File: src/verilog/rbs_pkg.sv
/*
 * Constants for the banked CPU register set: access offsets, bank
 * entry indices, status word field positions, reset values and the
 * enumerations shared by the core, the bank store and the flag unit.
 * Assumes a single 250 MHz clock and a one-cycle register port.
 */
// Notes on behaviour
// - Thirteen registers; data, address and frame base registers exist in two banks.
// - Bank select flag 0 reaches bank 0, flag 1 reaches bank 1.
// - First two data registers are 16 bits and also reachable per byte.
// - Third joins first, fourth joins second, as 32-bit pairs (upper half first).
// - Two 16-bit address registers, also joinable into one 32-bit pair.
// - Frame base is 16 bits and supplies the frame-relative base.
// - Vector table base is 20 bits, start of the interrupt vector table.
// - Program counter is 20 bits and holds the next instruction address.
// - User and interrupt stack pointers, 16 bits; a flag picks the active one.
// - Static base is 16 bits and supplies the static-relative base.
// - Status word is 11 bits with carry, debug, zero, sign, bank, overflow, stack.
// - Carry captures carry, borrow or shifted-out bit of each operation.
// - Arithmetic result zero sets zero flag, else clears it.
// - Arithmetic result negative sets sign flag, else clears it.
// - Overflow flag set on overflow of an operation, else cleared.
package rbs_pkg;

  // ****************************************************************
  // Widths
  // ****************************************************************
  localparam int WORD_W = 16;
  localparam int PTR_W = 20;
  localparam int FLAG_W = 11;
  localparam int ADDR_W = 5;
  localparam int BUS_W = 32;
  localparam int IDX_W = 3;

  // ****************************************************************
  // Register port offsets
  // ****************************************************************
  localparam logic [ADDR_W-1:0] OFF_DATA_FIRST = 5'h00;
  localparam logic [ADDR_W-1:0] OFF_DATA_SECOND = 5'h01;
  localparam logic [ADDR_W-1:0] OFF_DATA_THIRD = 5'h02;
  localparam logic [ADDR_W-1:0] OFF_DATA_FOURTH = 5'h03;
  localparam logic [ADDR_W-1:0] OFF_FIRST_LOW_BYTE = 5'h04;
  localparam logic [ADDR_W-1:0] OFF_FIRST_HIGH_BYTE = 5'h05;
  localparam logic [ADDR_W-1:0] OFF_SECOND_LOW_BYTE = 5'h06;
  localparam logic [ADDR_W-1:0] OFF_SECOND_HIGH_BYTE = 5'h07;
  localparam logic [ADDR_W-1:0] OFF_DATA_PAIR_LOW = 5'h08;
  localparam logic [ADDR_W-1:0] OFF_DATA_PAIR_HIGH = 5'h09;
  localparam logic [ADDR_W-1:0] OFF_ADDR_FIRST = 5'h0a;
  localparam logic [ADDR_W-1:0] OFF_ADDR_SECOND = 5'h0b;
  localparam logic [ADDR_W-1:0] OFF_ADDR_PAIR = 5'h0c;
  localparam logic [ADDR_W-1:0] OFF_FRAME_BASE = 5'h0d;
  localparam logic [ADDR_W-1:0] OFF_VECTOR_BASE = 5'h0e;
  localparam logic [ADDR_W-1:0] OFF_NEXT_INSTR = 5'h0f;
  localparam logic [ADDR_W-1:0] OFF_USER_SP = 5'h10;
  localparam logic [ADDR_W-1:0] OFF_INTR_SP = 5'h11;
  localparam logic [ADDR_W-1:0] OFF_ACTIVE_SP = 5'h12;
  localparam logic [ADDR_W-1:0] OFF_STATIC_BASE = 5'h13;
  localparam logic [ADDR_W-1:0] OFF_STATUS = 5'h14;

  // ****************************************************************
  // Bank entry indices and byte masks
  // ****************************************************************
  localparam logic [IDX_W-1:0] IDX_DATA_FIRST = 3'h0;
  localparam logic [IDX_W-1:0] IDX_DATA_SECOND = 3'h1;
  localparam logic [IDX_W-1:0] IDX_DATA_THIRD = 3'h2;
  localparam logic [IDX_W-1:0] IDX_DATA_FOURTH = 3'h3;
  localparam logic [IDX_W-1:0] IDX_ADDR_FIRST = 3'h4;
  localparam logic [IDX_W-1:0] IDX_ADDR_SECOND = 3'h5;
  localparam logic [IDX_W-1:0] IDX_FRAME_BASE = 3'h6;
  localparam logic [1:0] MASK_LOW = 2'h1;
  localparam logic [1:0] MASK_HIGH = 2'h2;
  localparam logic [1:0] MASK_BOTH = 2'h3;

  // ****************************************************************
  // Status word fields and reset values
  // ****************************************************************
  localparam int FLAG_CARRY = 0;
  localparam int FLAG_DEBUG = 1;
  localparam int FLAG_ZERO = 2;
  localparam int FLAG_SIGN = 3;
  localparam int FLAG_BANK = 4;
  localparam int FLAG_OVERFLOW = 5;
  localparam int FLAG_STACK = 7;
  localparam logic [FLAG_W-1:0] FLAG_RESET = 11'h000;
  localparam logic [PTR_W-1:0] PTR_RESET = 20'h00000;
  localparam logic [WORD_W-1:0] WORD_RESET = 16'h0000;
  localparam logic [BUS_W-1:0] BUS_ZERO = 32'h00000000;

  typedef enum logic [1:0] {ALU_ARITH, ALU_LOGIC, ALU_SHIFT} rbs_alu_kind_type;
  typedef enum logic [2:0] {FMT_BYPASS, FMT_WORD, FMT_LOW, FMT_HIGH, FMT_PAIR} rbs_fmt_type;

endpackage
File: src/verilog/rbs_bank_store.sv
/*
 * Two banks of 16-bit entries for the data, address and frame base
 * registers, two write ports and a formatted, registered read word.
 * Assumes one clock, a synchronised active-low reset, one bank bit.
 */
`timescale 1ns/1ps
module rbs_bank_store #(
  parameter int ENTRIES = 8 // Entries per bank
) (
  input wire logic clk, // Core clock
  input wire logic rst_n, // Synchronised reset
  input wire logic bank, // Selected bank
  input wire logic wr_a_en, // Write port a strobe
  input wire logic [rbs_pkg::IDX_W-1:0] wr_a_idx, // Port a entry
  input wire logic [1:0] wr_a_mask, // Port a byte lanes
  input wire logic [rbs_pkg::WORD_W-1:0] wr_a_data, // Port a data
  input wire logic wr_b_en, // Write port b strobe (upper half)
  input wire logic [rbs_pkg::IDX_W-1:0] wr_b_idx, // Port b entry
  input wire logic [rbs_pkg::WORD_W-1:0] wr_b_data, // Port b data
  input wire logic rd_en, // Read strobe
  input wire logic [rbs_pkg::IDX_W-1:0] rd_a_idx, // Lower word entry
  input wire logic [rbs_pkg::IDX_W-1:0] rd_b_idx, // Upper word entry
  input wire rbs_pkg::rbs_fmt_type rd_fmt, // Read word layout
  input wire logic [rbs_pkg::BUS_W-1:0] bypass_data, // Unbanked word
  output logic [rbs_pkg::BUS_W-1:0] rd_data // Registered read word
);
  localparam int DEPTH = 2 * ENTRIES;
  localparam int AW = $clog2(DEPTH);
  logic [rbs_pkg::WORD_W-1:0] mem_reg [DEPTH];
  logic [rbs_pkg::BUS_W-1:0] rd_next;
  wire [AW-1:0] loc_wa = {bank, wr_a_idx};
  wire [AW-1:0] loc_wb = {bank, wr_b_idx};
  wire [rbs_pkg::WORD_W-1:0] word_a = mem_reg[{bank, rd_a_idx}];
  wire [rbs_pkg::WORD_W-1:0] word_b = mem_reg[{bank, rd_b_idx}];

  // One entry per loop pass; port b only ever hits a different entry
  for (genvar g = 0; g < DEPTH; g++) begin : g_entry
    always_ff @(posedge clk or negedge rst_n) begin
      if (!rst_n) begin
        mem_reg[g] <= rbs_pkg::WORD_RESET;
      end else if (wr_b_en && loc_wb == AW'(g)) begin
        mem_reg[g] <= wr_b_data;
      end else if (wr_a_en && loc_wa == AW'(g)) begin
        if (wr_a_mask[0]) mem_reg[g][7:0] <= wr_a_data[7:0];
        if (wr_a_mask[1]) mem_reg[g][15:8] <= wr_a_data[15:8];
      end
    end
  end

  // Read layout: byte views sit in the low bits, pairs upper half first
  assign rd_next = (rd_fmt == rbs_pkg::FMT_WORD) ? {16'h0000, word_a} :
    (rd_fmt == rbs_pkg::FMT_LOW) ? {24'h000000, word_a[7:0]} :
    (rd_fmt == rbs_pkg::FMT_HIGH) ? {24'h000000, word_a[15:8]} :
    (rd_fmt == rbs_pkg::FMT_PAIR) ? {word_b, word_a} : bypass_data;

  // Read word register
  always_ff @(posedge clk or negedge rst_n) begin
    if (!rst_n) begin
      rd_data <= rbs_pkg::BUS_ZERO;
    end else if (rd_en) begin
      rd_data <= rd_next;
    end
  end
endmodule // rbs_bank_store

File: src/verilog/rbs_core.sv
/*
 * Banked CPU register set: two banks of data, address and frame
 * base registers, pointers, stack pointers, static base and the
 * status word, reached over a plain register port.
 * Assumes the execution unit reports ALU results and PC steps on
 * the same clock; the register port never waits.
 */
// The register offsets and the address-and-strobe port are this design's own decisions.
`timescale 1ns/1ps
module rbs_core #(
  parameter int BANK_ENTRIES = 8 // Entries per bank, seven used
) (
  input wire logic clk, // 250 MHz core clock
  input wire logic rst_b, // Asynchronous reset, active low
  input wire logic [rbs_pkg::ADDR_W-1:0] reg_addr, // Register offset
  input wire logic [rbs_pkg::BUS_W-1:0] reg_wdata, // Write data
  input wire logic reg_wr, // Write strobe
  input wire logic reg_rd, // Read strobe
  output logic [rbs_pkg::BUS_W-1:0] reg_rdata, // Read data, next cycle
  input wire logic alu_valid, // Result report strobe
  input wire rbs_pkg::rbs_alu_kind_type alu_kind, // Operation class
  input wire logic alu_wide, // Word (1) or byte (0) result
  input wire logic [rbs_pkg::WORD_W-1:0] alu_result, // Result value
  input wire logic alu_carry, // Carry out of the operation
  input wire logic alu_overflow, // Overflow of the operation
  input wire logic pc_advance, // Step the program counter
  input wire logic [2:0] pc_step, // Bytes to step by
  output logic [rbs_pkg::PTR_W-1:0] next_instruction_address, // PC
  output logic [rbs_pkg::PTR_W-1:0] vector_table_base, // Vector base
  output logic [rbs_pkg::WORD_W-1:0] static_base, // Static base
  output logic [rbs_pkg::WORD_W-1:0] stack_pointer, // Active stack ptr
  output logic [rbs_pkg::FLAG_W-1:0] cpu_status_word // Status word
);

  // ****************************************************************
  // Reset release
  // ****************************************************************

  logic rst_meta_reg;
  logic rst_n;

  // Release is synchronised so no flop leaves reset on a split edge
  always_ff @(posedge clk or negedge rst_b) begin
    if (!rst_b) begin
      rst_meta_reg <= 1'b0;
      rst_n <= 1'b0;
    end else begin
      rst_meta_reg <= 1'b1;
      rst_n <= rst_meta_reg;
    end
  end

  // ****************************************************************
  // Register state outside the banks
  // ****************************************************************

  logic [rbs_pkg::PTR_W-1:0] pc_reg;
  logic [rbs_pkg::PTR_W-1:0] pc_next;
  logic [rbs_pkg::PTR_W-1:0] vtb_reg;
  logic [rbs_pkg::PTR_W-1:0] vtb_next;
  logic [rbs_pkg::WORD_W-1:0] usp_reg;
  logic [rbs_pkg::WORD_W-1:0] usp_next;
  logic [rbs_pkg::WORD_W-1:0] isp_reg;
  logic [rbs_pkg::WORD_W-1:0] isp_next;
  logic [rbs_pkg::WORD_W-1:0] sb_reg;
  logic [rbs_pkg::WORD_W-1:0] sb_next;
  logic [rbs_pkg::WORD_W-1:0] sp_reg;
  logic [rbs_pkg::WORD_W-1:0] sp_next;
  logic [rbs_pkg::FLAG_W-1:0] flag_reg;
  logic [rbs_pkg::FLAG_W-1:0] flag_base;
  logic [rbs_pkg::FLAG_W-1:0] flag_next;

  // ****************************************************************
  // Address decode
  // ****************************************************************

  // Named hits for each banked target, views folded onto their entry
  wire hit_first_lo = reg_addr == rbs_pkg::OFF_FIRST_LOW_BYTE;
  wire hit_first_hi = reg_addr == rbs_pkg::OFF_FIRST_HIGH_BYTE;
  wire hit_second_lo = reg_addr == rbs_pkg::OFF_SECOND_LOW_BYTE;
  wire hit_second_hi = reg_addr == rbs_pkg::OFF_SECOND_HIGH_BYTE;
  wire hit_first = reg_addr == rbs_pkg::OFF_DATA_FIRST;
  wire hit_second = reg_addr == rbs_pkg::OFF_DATA_SECOND;
  wire hit_third = reg_addr == rbs_pkg::OFF_DATA_THIRD;
  wire hit_fourth = reg_addr == rbs_pkg::OFF_DATA_FOURTH;
  wire hit_dpl = reg_addr == rbs_pkg::OFF_DATA_PAIR_LOW;
  wire hit_dph = reg_addr == rbs_pkg::OFF_DATA_PAIR_HIGH;
  wire hit_a0 = reg_addr == rbs_pkg::OFF_ADDR_FIRST;
  wire hit_a1 = reg_addr == rbs_pkg::OFF_ADDR_SECOND;
  wire hit_ap = reg_addr == rbs_pkg::OFF_ADDR_PAIR;
  wire hit_fb = reg_addr == rbs_pkg::OFF_FRAME_BASE;
  wire hit_vtb = reg_addr == rbs_pkg::OFF_VECTOR_BASE;
  wire hit_pc = reg_addr == rbs_pkg::OFF_NEXT_INSTR;
  wire hit_usp = reg_addr == rbs_pkg::OFF_USER_SP;
  wire hit_isp = reg_addr == rbs_pkg::OFF_INTR_SP;
  wire hit_asp = reg_addr == rbs_pkg::OFF_ACTIVE_SP;
  wire hit_sb = reg_addr == rbs_pkg::OFF_STATIC_BASE;
  wire hit_flag = reg_addr == rbs_pkg::OFF_STATUS;

  // Grouped views
  wire byte_lo = hit_first_lo || hit_second_lo;
  wire byte_hi = hit_first_hi || hit_second_hi;
  wire is_pair = hit_dpl || hit_dph || hit_ap;
  wire is_word = hit_first || hit_second || hit_third || hit_fourth ||
    hit_a0 || hit_a1 || hit_fb;
  wire banked = is_word || is_pair || byte_lo || byte_hi;

  // Entry for the word or lower half; second data entry takes its byte views and the high data pair
  wire [rbs_pkg::IDX_W-1:0] idx_a =
    (hit_first || hit_first_lo || hit_first_hi || hit_dpl) ?
      rbs_pkg::IDX_DATA_FIRST :
    (hit_second || hit_second_lo || hit_second_hi || hit_dph) ?
      rbs_pkg::IDX_DATA_SECOND :
    hit_third ? rbs_pkg::IDX_DATA_THIRD :
    hit_fourth ? rbs_pkg::IDX_DATA_FOURTH :
    (hit_a0 || hit_ap) ? rbs_pkg::IDX_ADDR_FIRST :
    hit_a1 ? rbs_pkg::IDX_ADDR_SECOND : rbs_pkg::IDX_FRAME_BASE;

  // Entry for the upper half of a pair
  wire [rbs_pkg::IDX_W-1:0] idx_b =
    hit_dpl ? rbs_pkg::IDX_DATA_THIRD :
    hit_dph ? rbs_pkg::IDX_DATA_FOURTH :
    rbs_pkg::IDX_ADDR_SECOND;

  // Byte writes replicate the byte; the mask picks the lane
  wire [1:0] mask_a = byte_lo ? rbs_pkg::MASK_LOW :
    byte_hi ? rbs_pkg::MASK_HIGH : rbs_pkg::MASK_BOTH;
  wire [rbs_pkg::WORD_W-1:0] data_a = (byte_lo || byte_hi) ?
    {reg_wdata[7:0], reg_wdata[7:0]} : reg_wdata[15:0];

  // Read layout for the bank store
  wire rbs_pkg::rbs_fmt_type fmt =
    !banked ? rbs_pkg::FMT_BYPASS :
    is_pair ? rbs_pkg::FMT_PAIR :
    byte_lo ? rbs_pkg::FMT_LOW :
    byte_hi ? rbs_pkg::FMT_HIGH : rbs_pkg::FMT_WORD;

  // Unbanked read word; unmapped offsets read as zero
  wire [rbs_pkg::BUS_W-1:0] bypass =
    hit_vtb ? {12'h000, vtb_reg} :
    hit_pc ? {12'h000, pc_reg} :
    hit_usp ? {16'h0000, usp_reg} :
    hit_isp ? {16'h0000, isp_reg} :
    hit_asp ? {16'h0000, sp_reg} :
    hit_sb ? {16'h0000, sb_reg} :
    hit_flag ? {21'h000000, flag_reg} : rbs_pkg::BUS_ZERO;

  // Write enables for the unbanked registers
  wire wr_vtb = reg_wr && hit_vtb;
  wire wr_pc = reg_wr && hit_pc;
  wire wr_sb = reg_wr && hit_sb;
  wire wr_flag = reg_wr && hit_flag;
  wire use_usp = flag_reg[rbs_pkg::FLAG_STACK];
  wire wr_usp = reg_wr && (hit_usp || (hit_asp && use_usp));
  wire wr_isp = reg_wr && (hit_isp || (hit_asp && !use_usp));

  // ****************************************************************
  // Banked store
  // ****************************************************************

  // The store's read register is the port's read data flop
  rbs_bank_store #(
    .ENTRIES(BANK_ENTRIES)
  ) u_bank (
    .clk(clk),
    .rst_n(rst_n),
    .bank(flag_reg[rbs_pkg::FLAG_BANK]),
    .wr_a_en(reg_wr && banked),
    .wr_a_idx(idx_a),
    .wr_a_mask(mask_a),
    .wr_a_data(data_a),
    .wr_b_en(reg_wr && is_pair),
    .wr_b_idx(idx_b),
    .wr_b_data(reg_wdata[31:16]),
    .rd_en(reg_rd),
    .rd_a_idx(idx_a),
    .rd_b_idx(idx_b),
    .rd_fmt(fmt),
    .bypass_data(bypass),
    .rd_data(reg_rdata)
  );

  // ****************************************************************
  // Status word
  // ****************************************************************

  // A same-cycle ALU report lands on top of a software write, so a
  // result is never lost to a status store
  assign flag_base = wr_flag ? reg_wdata[rbs_pkg::FLAG_W-1:0] : flag_reg;

  rbs_flag_calc u_flag (
    .cur(flag_base),
    .valid(alu_valid),
    .kind(alu_kind),
    .wide(alu_wide),
    .result(alu_result),
    .carry(alu_carry),
    .overflow(alu_overflow),
    .nxt(flag_next)
  );

  // ****************************************************************
  // Pointer next values
  // ****************************************************************

  // A written address beats a step in the same cycle (a jump wins)
  assign pc_next = wr_pc ? reg_wdata[rbs_pkg::PTR_W-1:0] :
    pc_advance ? pc_reg + rbs_pkg::PTR_W'(pc_step) : pc_reg;
  assign vtb_next = wr_vtb ? reg_wdata[rbs_pkg::PTR_W-1:0] : vtb_reg;
  assign sb_next = wr_sb ? reg_wdata[rbs_pkg::WORD_W-1:0] : sb_reg;
  assign usp_next = wr_usp ? reg_wdata[rbs_pkg::WORD_W-1:0] : usp_reg;
  assign isp_next = wr_isp ? reg_wdata[rbs_pkg::WORD_W-1:0] : isp_reg;

  // Active pointer follows the stack flag it will see next cycle
  assign sp_next = flag_next[rbs_pkg::FLAG_STACK] ? usp_next : isp_next;

  // ****************************************************************
  // State registers
  // ****************************************************************

  // Status word, cleared on reset so bank 0 is in use
  always_ff @(posedge clk or negedge rst_n) begin
    if (!rst_n) begin
      flag_reg <= rbs_pkg::FLAG_RESET;
    end else begin
      flag_reg <= flag_next;
    end
  end

  // Program counter and vector table base
  always_ff @(posedge clk or negedge rst_n) begin
    if (!rst_n) begin
      pc_reg <= rbs_pkg::PTR_RESET;
      vtb_reg <= rbs_pkg::PTR_RESET;
    end else begin
      pc_reg <= pc_next;
      vtb_reg <= vtb_next;
    end
  end

  // Stack pointers and static base
  always_ff @(posedge clk or negedge rst_n) begin
    if (!rst_n) begin
      usp_reg <= rbs_pkg::WORD_RESET;
      isp_reg <= rbs_pkg::WORD_RESET;
      sp_reg <= rbs_pkg::WORD_RESET;
      sb_reg <= rbs_pkg::WORD_RESET;
    end else begin
      usp_reg <= usp_next;
      isp_reg <= isp_next;
      sp_reg <= sp_next;
      sb_reg <= sb_next;
    end
  end

  // Outputs come straight from the state flops
  assign next_instruction_address = pc_reg;
  assign vector_table_base = vtb_reg;
  assign static_base = sb_reg;
  assign stack_pointer = sp_reg;
  assign cpu_status_word = flag_reg;
endmodule // rbs_core

File: src/verilog/rbs_flag_calc.sv
/*
 * Combinational status word update from one ALU result report.
 * Assumes the report arrives on the core clock as a single cycle.
 */
`timescale 1ns/1ps
module rbs_flag_calc (
  input wire logic [rbs_pkg::FLAG_W-1:0] cur, // Status before update
  input wire logic valid, // Result report strobe
  input wire rbs_pkg::rbs_alu_kind_type kind, // Operation class
  input wire logic wide, // 1: word result, 0: byte result
  input wire logic [rbs_pkg::WORD_W-1:0] result, // Operation result
  input wire logic carry, // Carry, borrow or shifted-out bit
  input wire logic overflow, // Signed overflow
  output logic [rbs_pkg::FLAG_W-1:0] nxt // Status after update
);
  wire arith = valid && kind == rbs_pkg::ALU_ARITH;
  wire res_zero = wide ? (result == 16'h0000) : (result[7:0] == 8'h00);
  wire res_neg = wide ? result[15] : result[7];

  // Only result flags move; bank, stack and debug bits pass through
  always_comb begin
    nxt = cur;
    if (valid) begin
      nxt[rbs_pkg::FLAG_CARRY] = carry;
      nxt[rbs_pkg::FLAG_OVERFLOW] = overflow;
    end
    if (arith) begin
      nxt[rbs_pkg::FLAG_ZERO] = res_zero;
      nxt[rbs_pkg::FLAG_SIGN] = res_neg;
    end
  end
endmodule // rbs_flag_calc

File: config.mk
export PLATFORM = sky130hd
export DESIGN_NAME = rbs_core
export DESIGN_NICKNAME = d
export VERILOG_FILES = /design/src/verilog/rbs_pkg.sv /design/src/verilog/rbs_bank_store.sv /design/src/verilog/rbs_core.sv /design/src/verilog/rbs_flag_calc.sv
export SDC_FILE = /design/constraint.sdc
export NUM_CORES = 1
export LEC_CHECK = 0
export CAP_MARGIN = 10
export CORE_MARGIN = 2
export CORE_UTILIZATION = 24
export DETAILED_ROUTE_END_ITERATION = 8
export DONT_BUFFER_PORTS = 1
export PLACE_DENSITY = 0.33
export SLEW_MARGIN = 30
export SYNTH_ARGS = -nofsm -noshare
export SYNTH_HDL_FRONTEND = slang
export SYNTH_HIERARCHICAL = 1
export SYNTH_SLANG_ARGS = --single-unit
File: constraint.sdc
create_clock -name clk -period 31.5 [get_ports clk]
set_input_delay 3.15 -clock clk [delete_from_list [all_inputs] [get_ports clk]]
set_output_delay 3.15 -clock clk [all_outputs]
set_load 0.01 [all_outputs]
==> reports/qor.csv, run 1 <==
metric;value;unit
compound-gate portion of the synthesized area;14.20;%
share of the clock period used by the worst path;20.95;%
Sink Count;405;
final hold vios;0;
core box area;0.1019;mm2
fmax;151.5;MHz
via count;19200;
GRT Residual Overflow;0;
CTS buffer count;51;
Worst slew margin;33.84;%
Avg WL per Cell;28.72;um
Max FO, Critical Path;51;
Synth Register Bits;405;
TNS Setup;0;ps
post-synthesis mux area share;28.52;%
vias in the first global route;18950;
final net count;2342;
Cells after Synth;2336;
root buf cell;clkbuf_16;
Die Width;324.6;um
slowest cell on the critical path;buf_4;
post-DP HPWL;72840;um
fraction of synthesized cell area in xor and xnor cells;0.3904;%
Fillers;10700;
crit path launch type;input port;
worst path bufs/invs;4;
critical path class;input port to flop;
area delta synth->final;12.42;%
Synth Area in Simple Gates;10.28;%
worst hold path type;flop to asynchronous set/reset pin;
EDFF count, synth;0;
Peak VDD IR;0.04571;mV
crit-path max cell delay;740;ps
Synth async-reset ratio;100.0;%
CP required;32030;ps
Slew Limit Fails;0;
share of layout cells above drive strength 1;17.14;%
Cell Chain, Critical Path;inv_1 > nand2_1 > nor2_4 > buf_4 > nand2_1 > nor2b_2 > buf_4 > o21bai_1 > buf_4 > nor2_1 > a21oi_1;
Largest register FFs;256;
Synth cell types;84;
synthesized area per cell;10.56;um2
H-Tree Level Count;2;
total track usage;19.74;%
Fin Clk Skew;16.77;ps
Worst-Margin Slew;991.3;ps
IO buf count;0;
most common cell after layout, fill and taps aside;dfrtp_1;
CTS tree;yes;
gpl congestion;0.7955;
clock buffer depth;3;
postcts setup bufs;0;
CTS Hold Bufs;0;
Chip Height;324.6;um
status;completed;
initial core utilization;24.22;%
clock insertion delay at the later pin of the skew report;620;ps
Cell Area, Synth;0.02467;mm2
Top-Level Pins;182;
final core occ;27.23;%
main combinational cell family by area after synthesis;multiplexers;
global-route wire length before repair;151800;um
Ys Warns;6;
leakage;11.28;nW
Pre-Repair DR Iteration Count;7;
Die ar.;0.1054;mm2
fin crit period;6600;ps
standard-cell row count;117;
DR iter-0 viols;1425;
Main synth FF type;dfrtp_1;
initial antenna violation count;9;
Clk pin slew, worst setup/hold paths;60;ps
Seq/Total Area, Yosys;41.07;%
Routed Antenna Nets;0;
setup violators final;0;
Design Power;1.888;mW
most used cell, CP;buf_4;
most frequent cells in the layout;dfrtp_1 (403), a21oi_1 (311), nor2_1 (309);
fin cells;3683;
DRT Wirelength;105800;um
drc violations;0;
CP Data Arrival Time;7130;ps
cell family with most CP delay;simple AND/OR/NAND/NOR gates;
routed vias/inst;5.214;
max-cap violations;0;
PwrDens;68.06;mW/mm2
pin count of the biggest net entering global routing;141;
Resized Gates After CTS;0;
element type at the critical path end;flop;
RSZ-0062 raised after global routing;false;
Placed Instances;3586;
Adder-Cell Fraction of Synth Area;0.2333;%
## cells by family after synthesis
kind of cell    Yosys count
buf+inv                 235
other cells               2
xor+xnor                 11
mux                     518
flops                   405
simple gates            571
compound gates          590
fa+ha+maj                 4
## metrics by stage
step	area, um2	setup WS (ps)	hold slack (ps)
floorplan	24760	19380	331.2
global placement	25900	24410	333.8
global route	27730	24680	362.5
detailed placement	25960	24220	344.9
finish	27740	24900	342.7
CTS	27710	24900	358.9
## cell type report
cell class / instances / area, um2 / area share (%)
multi-input combinational: 1719 / 13510 / 48.70
inverter: 29 / 108.9 / 0.3924
clock buffer: 74 / 1485 / 5.354
tap: 1368 / 1712 / 6.170
clock inverter: 18 / 265.3 / 0.9562
timing repair buffer: 65 / 508.0 / 1.831
antenna: 5 / 12.51 / 0.04510
sequential: 405 / 10140 / 36.55
## per-layer routing
layer  track usage [%]  vias up  routed length [um]
met5                 0        -                  14
met4             6.934        2                3589
met3             4.665      135                6620
met2             32.15      586               50340
met1             25.54     9937               45220
li1                  -     8542                   -
## final timing paths
check | start | to | slack (ps) | cells past startpoint
max reg2reg | cpu_status_word[4] | u_bank/mem_reg[106] | 28460 | 5
min reg2reg | rst_n | static_base[1] | 340 | 0
min in group clk | rst_meta_reg | rst_n | 360 | 0
max in group asynchronous | rst_n | u_bank/mem_reg[169] | 28620 | 3
max | reg_addr[4] | u_bank/mem_reg[89] | 24900 | 11
min | rst_n | static_base[1] | 340 | 0
## report_power, final
part	switching [mW]	leakage, nW	total (mW)	internal (mW)
combinational	0.234	5.36	0.439	0.204
clock	0.253	0.868	0.636	0.382
sequential	0.162	5.05	0.814	0.651
total	0.650	11.3	1.89	1.24
## synthesized netlist by cell type, types with 17 or more instances
master    number  share of area [%]
a21oi_1      311                6.3
a311oi_1      17               0.60
a31oi_1       37               0.94
buf_2         65                1.3
buf_4         30               0.91
buf_6         18               0.82
clkbuf_1      75                1.1
dfrtp_1      405                 41
inv_1         27               0.41
mux2_2        80                3.7
mux2i_1      305                 12
mux4_1        26                2.8
mux4_2       105                9.6
nand2_1      120                1.8
nand3_1       34               0.69
nor2_1       312                4.7
nor3_1        17               0.34
o21ai_0       67                1.4
o21ai_1       17               0.34
o22ai_1       28               0.71
Power figures use the tool's default switching activity.
==> run 2: changes to the inputs <==
==> constraint.sdc (replaced) <==
create_clock -name clk -period 6.55 [get_ports clk]
set_input_delay 0.655 -clock clk [delete_from_list [all_inputs] [get_ports clk]]
set_output_delay 0.655 -clock clk [all_outputs]
set_load 0.01 [all_outputs]
==> reports/qor.csv, run 2 (synthesis gave the netlist of run 1 again) <==
metric;value;unit
status;completed;
Die ar.;0.1054;mm2
final hold vios;0;
routed vias/inst;5.288;
Worst slew margin;29.92;%
Register-to-Register Setup Slack;3520;ps
WHS Path Cells;1;
via count;19530;
GRT Residual Overflow;0;
initial antenna violation count;5;
Pre-Repair DR Iteration Count;5;
Clk pin slew, worst setup/hold paths;60;ps
Chip Height;324.6;um
Avg WL per Cell;29.34;um
IO buf count;0;
max-cap violations;0;
Hold Crit Start;reg_rd;
Routed Antenna Nets;0;
ant diodes;0;
drc violations;0;
Fin Clk Skew;28.58;ps
pre-CTS WS;2232;ps
root buf cell;clkbuf_16;
CTS tree;yes;
Peak VDD IR;0.1790;mV
Worst-Margin Slew;1035;ps
share of layout cells above drive strength 1;17.81;%
RSZ-0062 raised after global routing;false;
TNS Setup;0;ps
Die Width;324.6;um
leakage;11.37;nW
start of the worst register-to-register path;cpu_status_word[4];
share of the clock period used by the worst path;55.80;%
final net count;2353;
Slew Limit Fails;0;
fmax;273.6;MHz
gpl congestion;0.8117;
standard-cell row count;117;
CP required;7010;ps
core box area;0.1019;mm2
DR iter-0 viols;1634;
most common cell after layout, fill and taps aside;dfrtp_1;
initial core utilization;24.22;%
worst r2r path cells;7;
total track usage;20.12;%
element type at the critical path end;flop;
clock buffer depth;3;
clock insertion delay at the later pin of the skew report;630;ps
critical path class;input port to flop;
Top-Level Pins;182;
fin crit period;3655;ps
area delta synth->final;13.01;%
Max FO, Critical Path;37;
final setup margin;2895;ps
PwrDens;326.0;mW/mm2
pin count of the biggest net entering global routing;119;
worst hold path type;input port to flop;
CTS buffer count;53;
vias in the first global route;19310;
Hold EP;u_bank/rd_data[12];
global-route wire length before repair;155300;um
H-Tree Level Count;2;
Largest register FFs;256;
CP Data Arrival Time;4110;ps
most frequent cells in the layout;dfrtp_1 (403), a21oi_1 (311), nor2_1 (309);
post-DP HPWL;74900;um
crit path launch type;input port;
setup violators final;0;
R2R Path End;u_bank/mem_reg[201];
Resized Gates After CTS;0;
Sink Count;405;
DRT Wirelength;108300;um
[run 2: changes by cell type in the layout (fill, tap and decap cells not counted), sizes merged]
cell         before  now
buf              65   73
bufinv            7    3
clkbuf           74   80
clkinv           13   14
clkinvlp          0    2
diode             5    0
dlygate4sd3       0    1
inv              27   28
[run 2: worst max-delay path: stages]
cell and delay (ps):
or2_2 390, nor2_4 180, buf_4 520, buf_4 600
nor2_1 160, nand2b_1 640, buf_4 370, o21ai_2 270
nor2_1 180, a21oi_1 60
[run 2: how the worst max path moves through the flow]
stage          cells past startpoint   startpoint                  end
5_1_grt                           10  reg_addr[4]  u_bank/mem_reg[200]
3_3_place_gp                      11  reg_addr[4]  u_bank/mem_reg[164]
2_1_floorplan                      0        rst_n   cpu_status_word[0]
3_5_place_dp                      11  reg_addr[4]   u_bank/mem_reg[92]
4_1_cts                           11  reg_addr[4]   u_bank/mem_reg[93]
6_report                          10  reg_addr[1]  u_bank/mem_reg[167]
[run 2: layer usage]
layer / vias up / global-route usage [%] / share of wire [%]
li1: 8545 / - / -
met1: 10260 / 27.02 / 44
met2: 607 / 33.20 / 48
met3: 121 / 3.523 / 5.6
met4: 0 / 5.626 / 2.7
met5: - / 0 / 0
[run 2: layout make-up]
class                           instances  area [um2]
Clock buffer                           80        1640
Clock inverter                         18       173.9
Fill cell                           10690       74000
Inverter                               29       108.9
Multi-Input combinational cell       1719       13500
Sequential cell                       405       10140
Tap cell                             1368        1712
Timing Repair Buffer                   74       608.1
[run 2: timing repair]
action	4_1_cts	5_1_grt
setup buffers	0	0
hold buffers	1	0
hold endpoints to repair	2	0
[run 2: through the flow]
step	utilization, %	cells	total power, mW	instance area (um2)	hold slack (ps)
detailed placement	25.56	3594	6.032	26050	306.0
global route	27.37	3693	9.549	27880	105.8
floorplan	-	2359	5.175	24770	331.2
finish	27.37	3693	9.091	27880	124.1
CTS	27.36	3693	9.188	27870	95.56
global placement	25.49	3593	5.988	25970	341.5
[run 2: where the power goes]
part	internal [mW]	switching (mW)	total, mW
clock	1.83	1.25	3.09
sequential	3.13	0.796	3.93
combinational	0.987	1.09	2.07
total	5.95	3.14	9.09
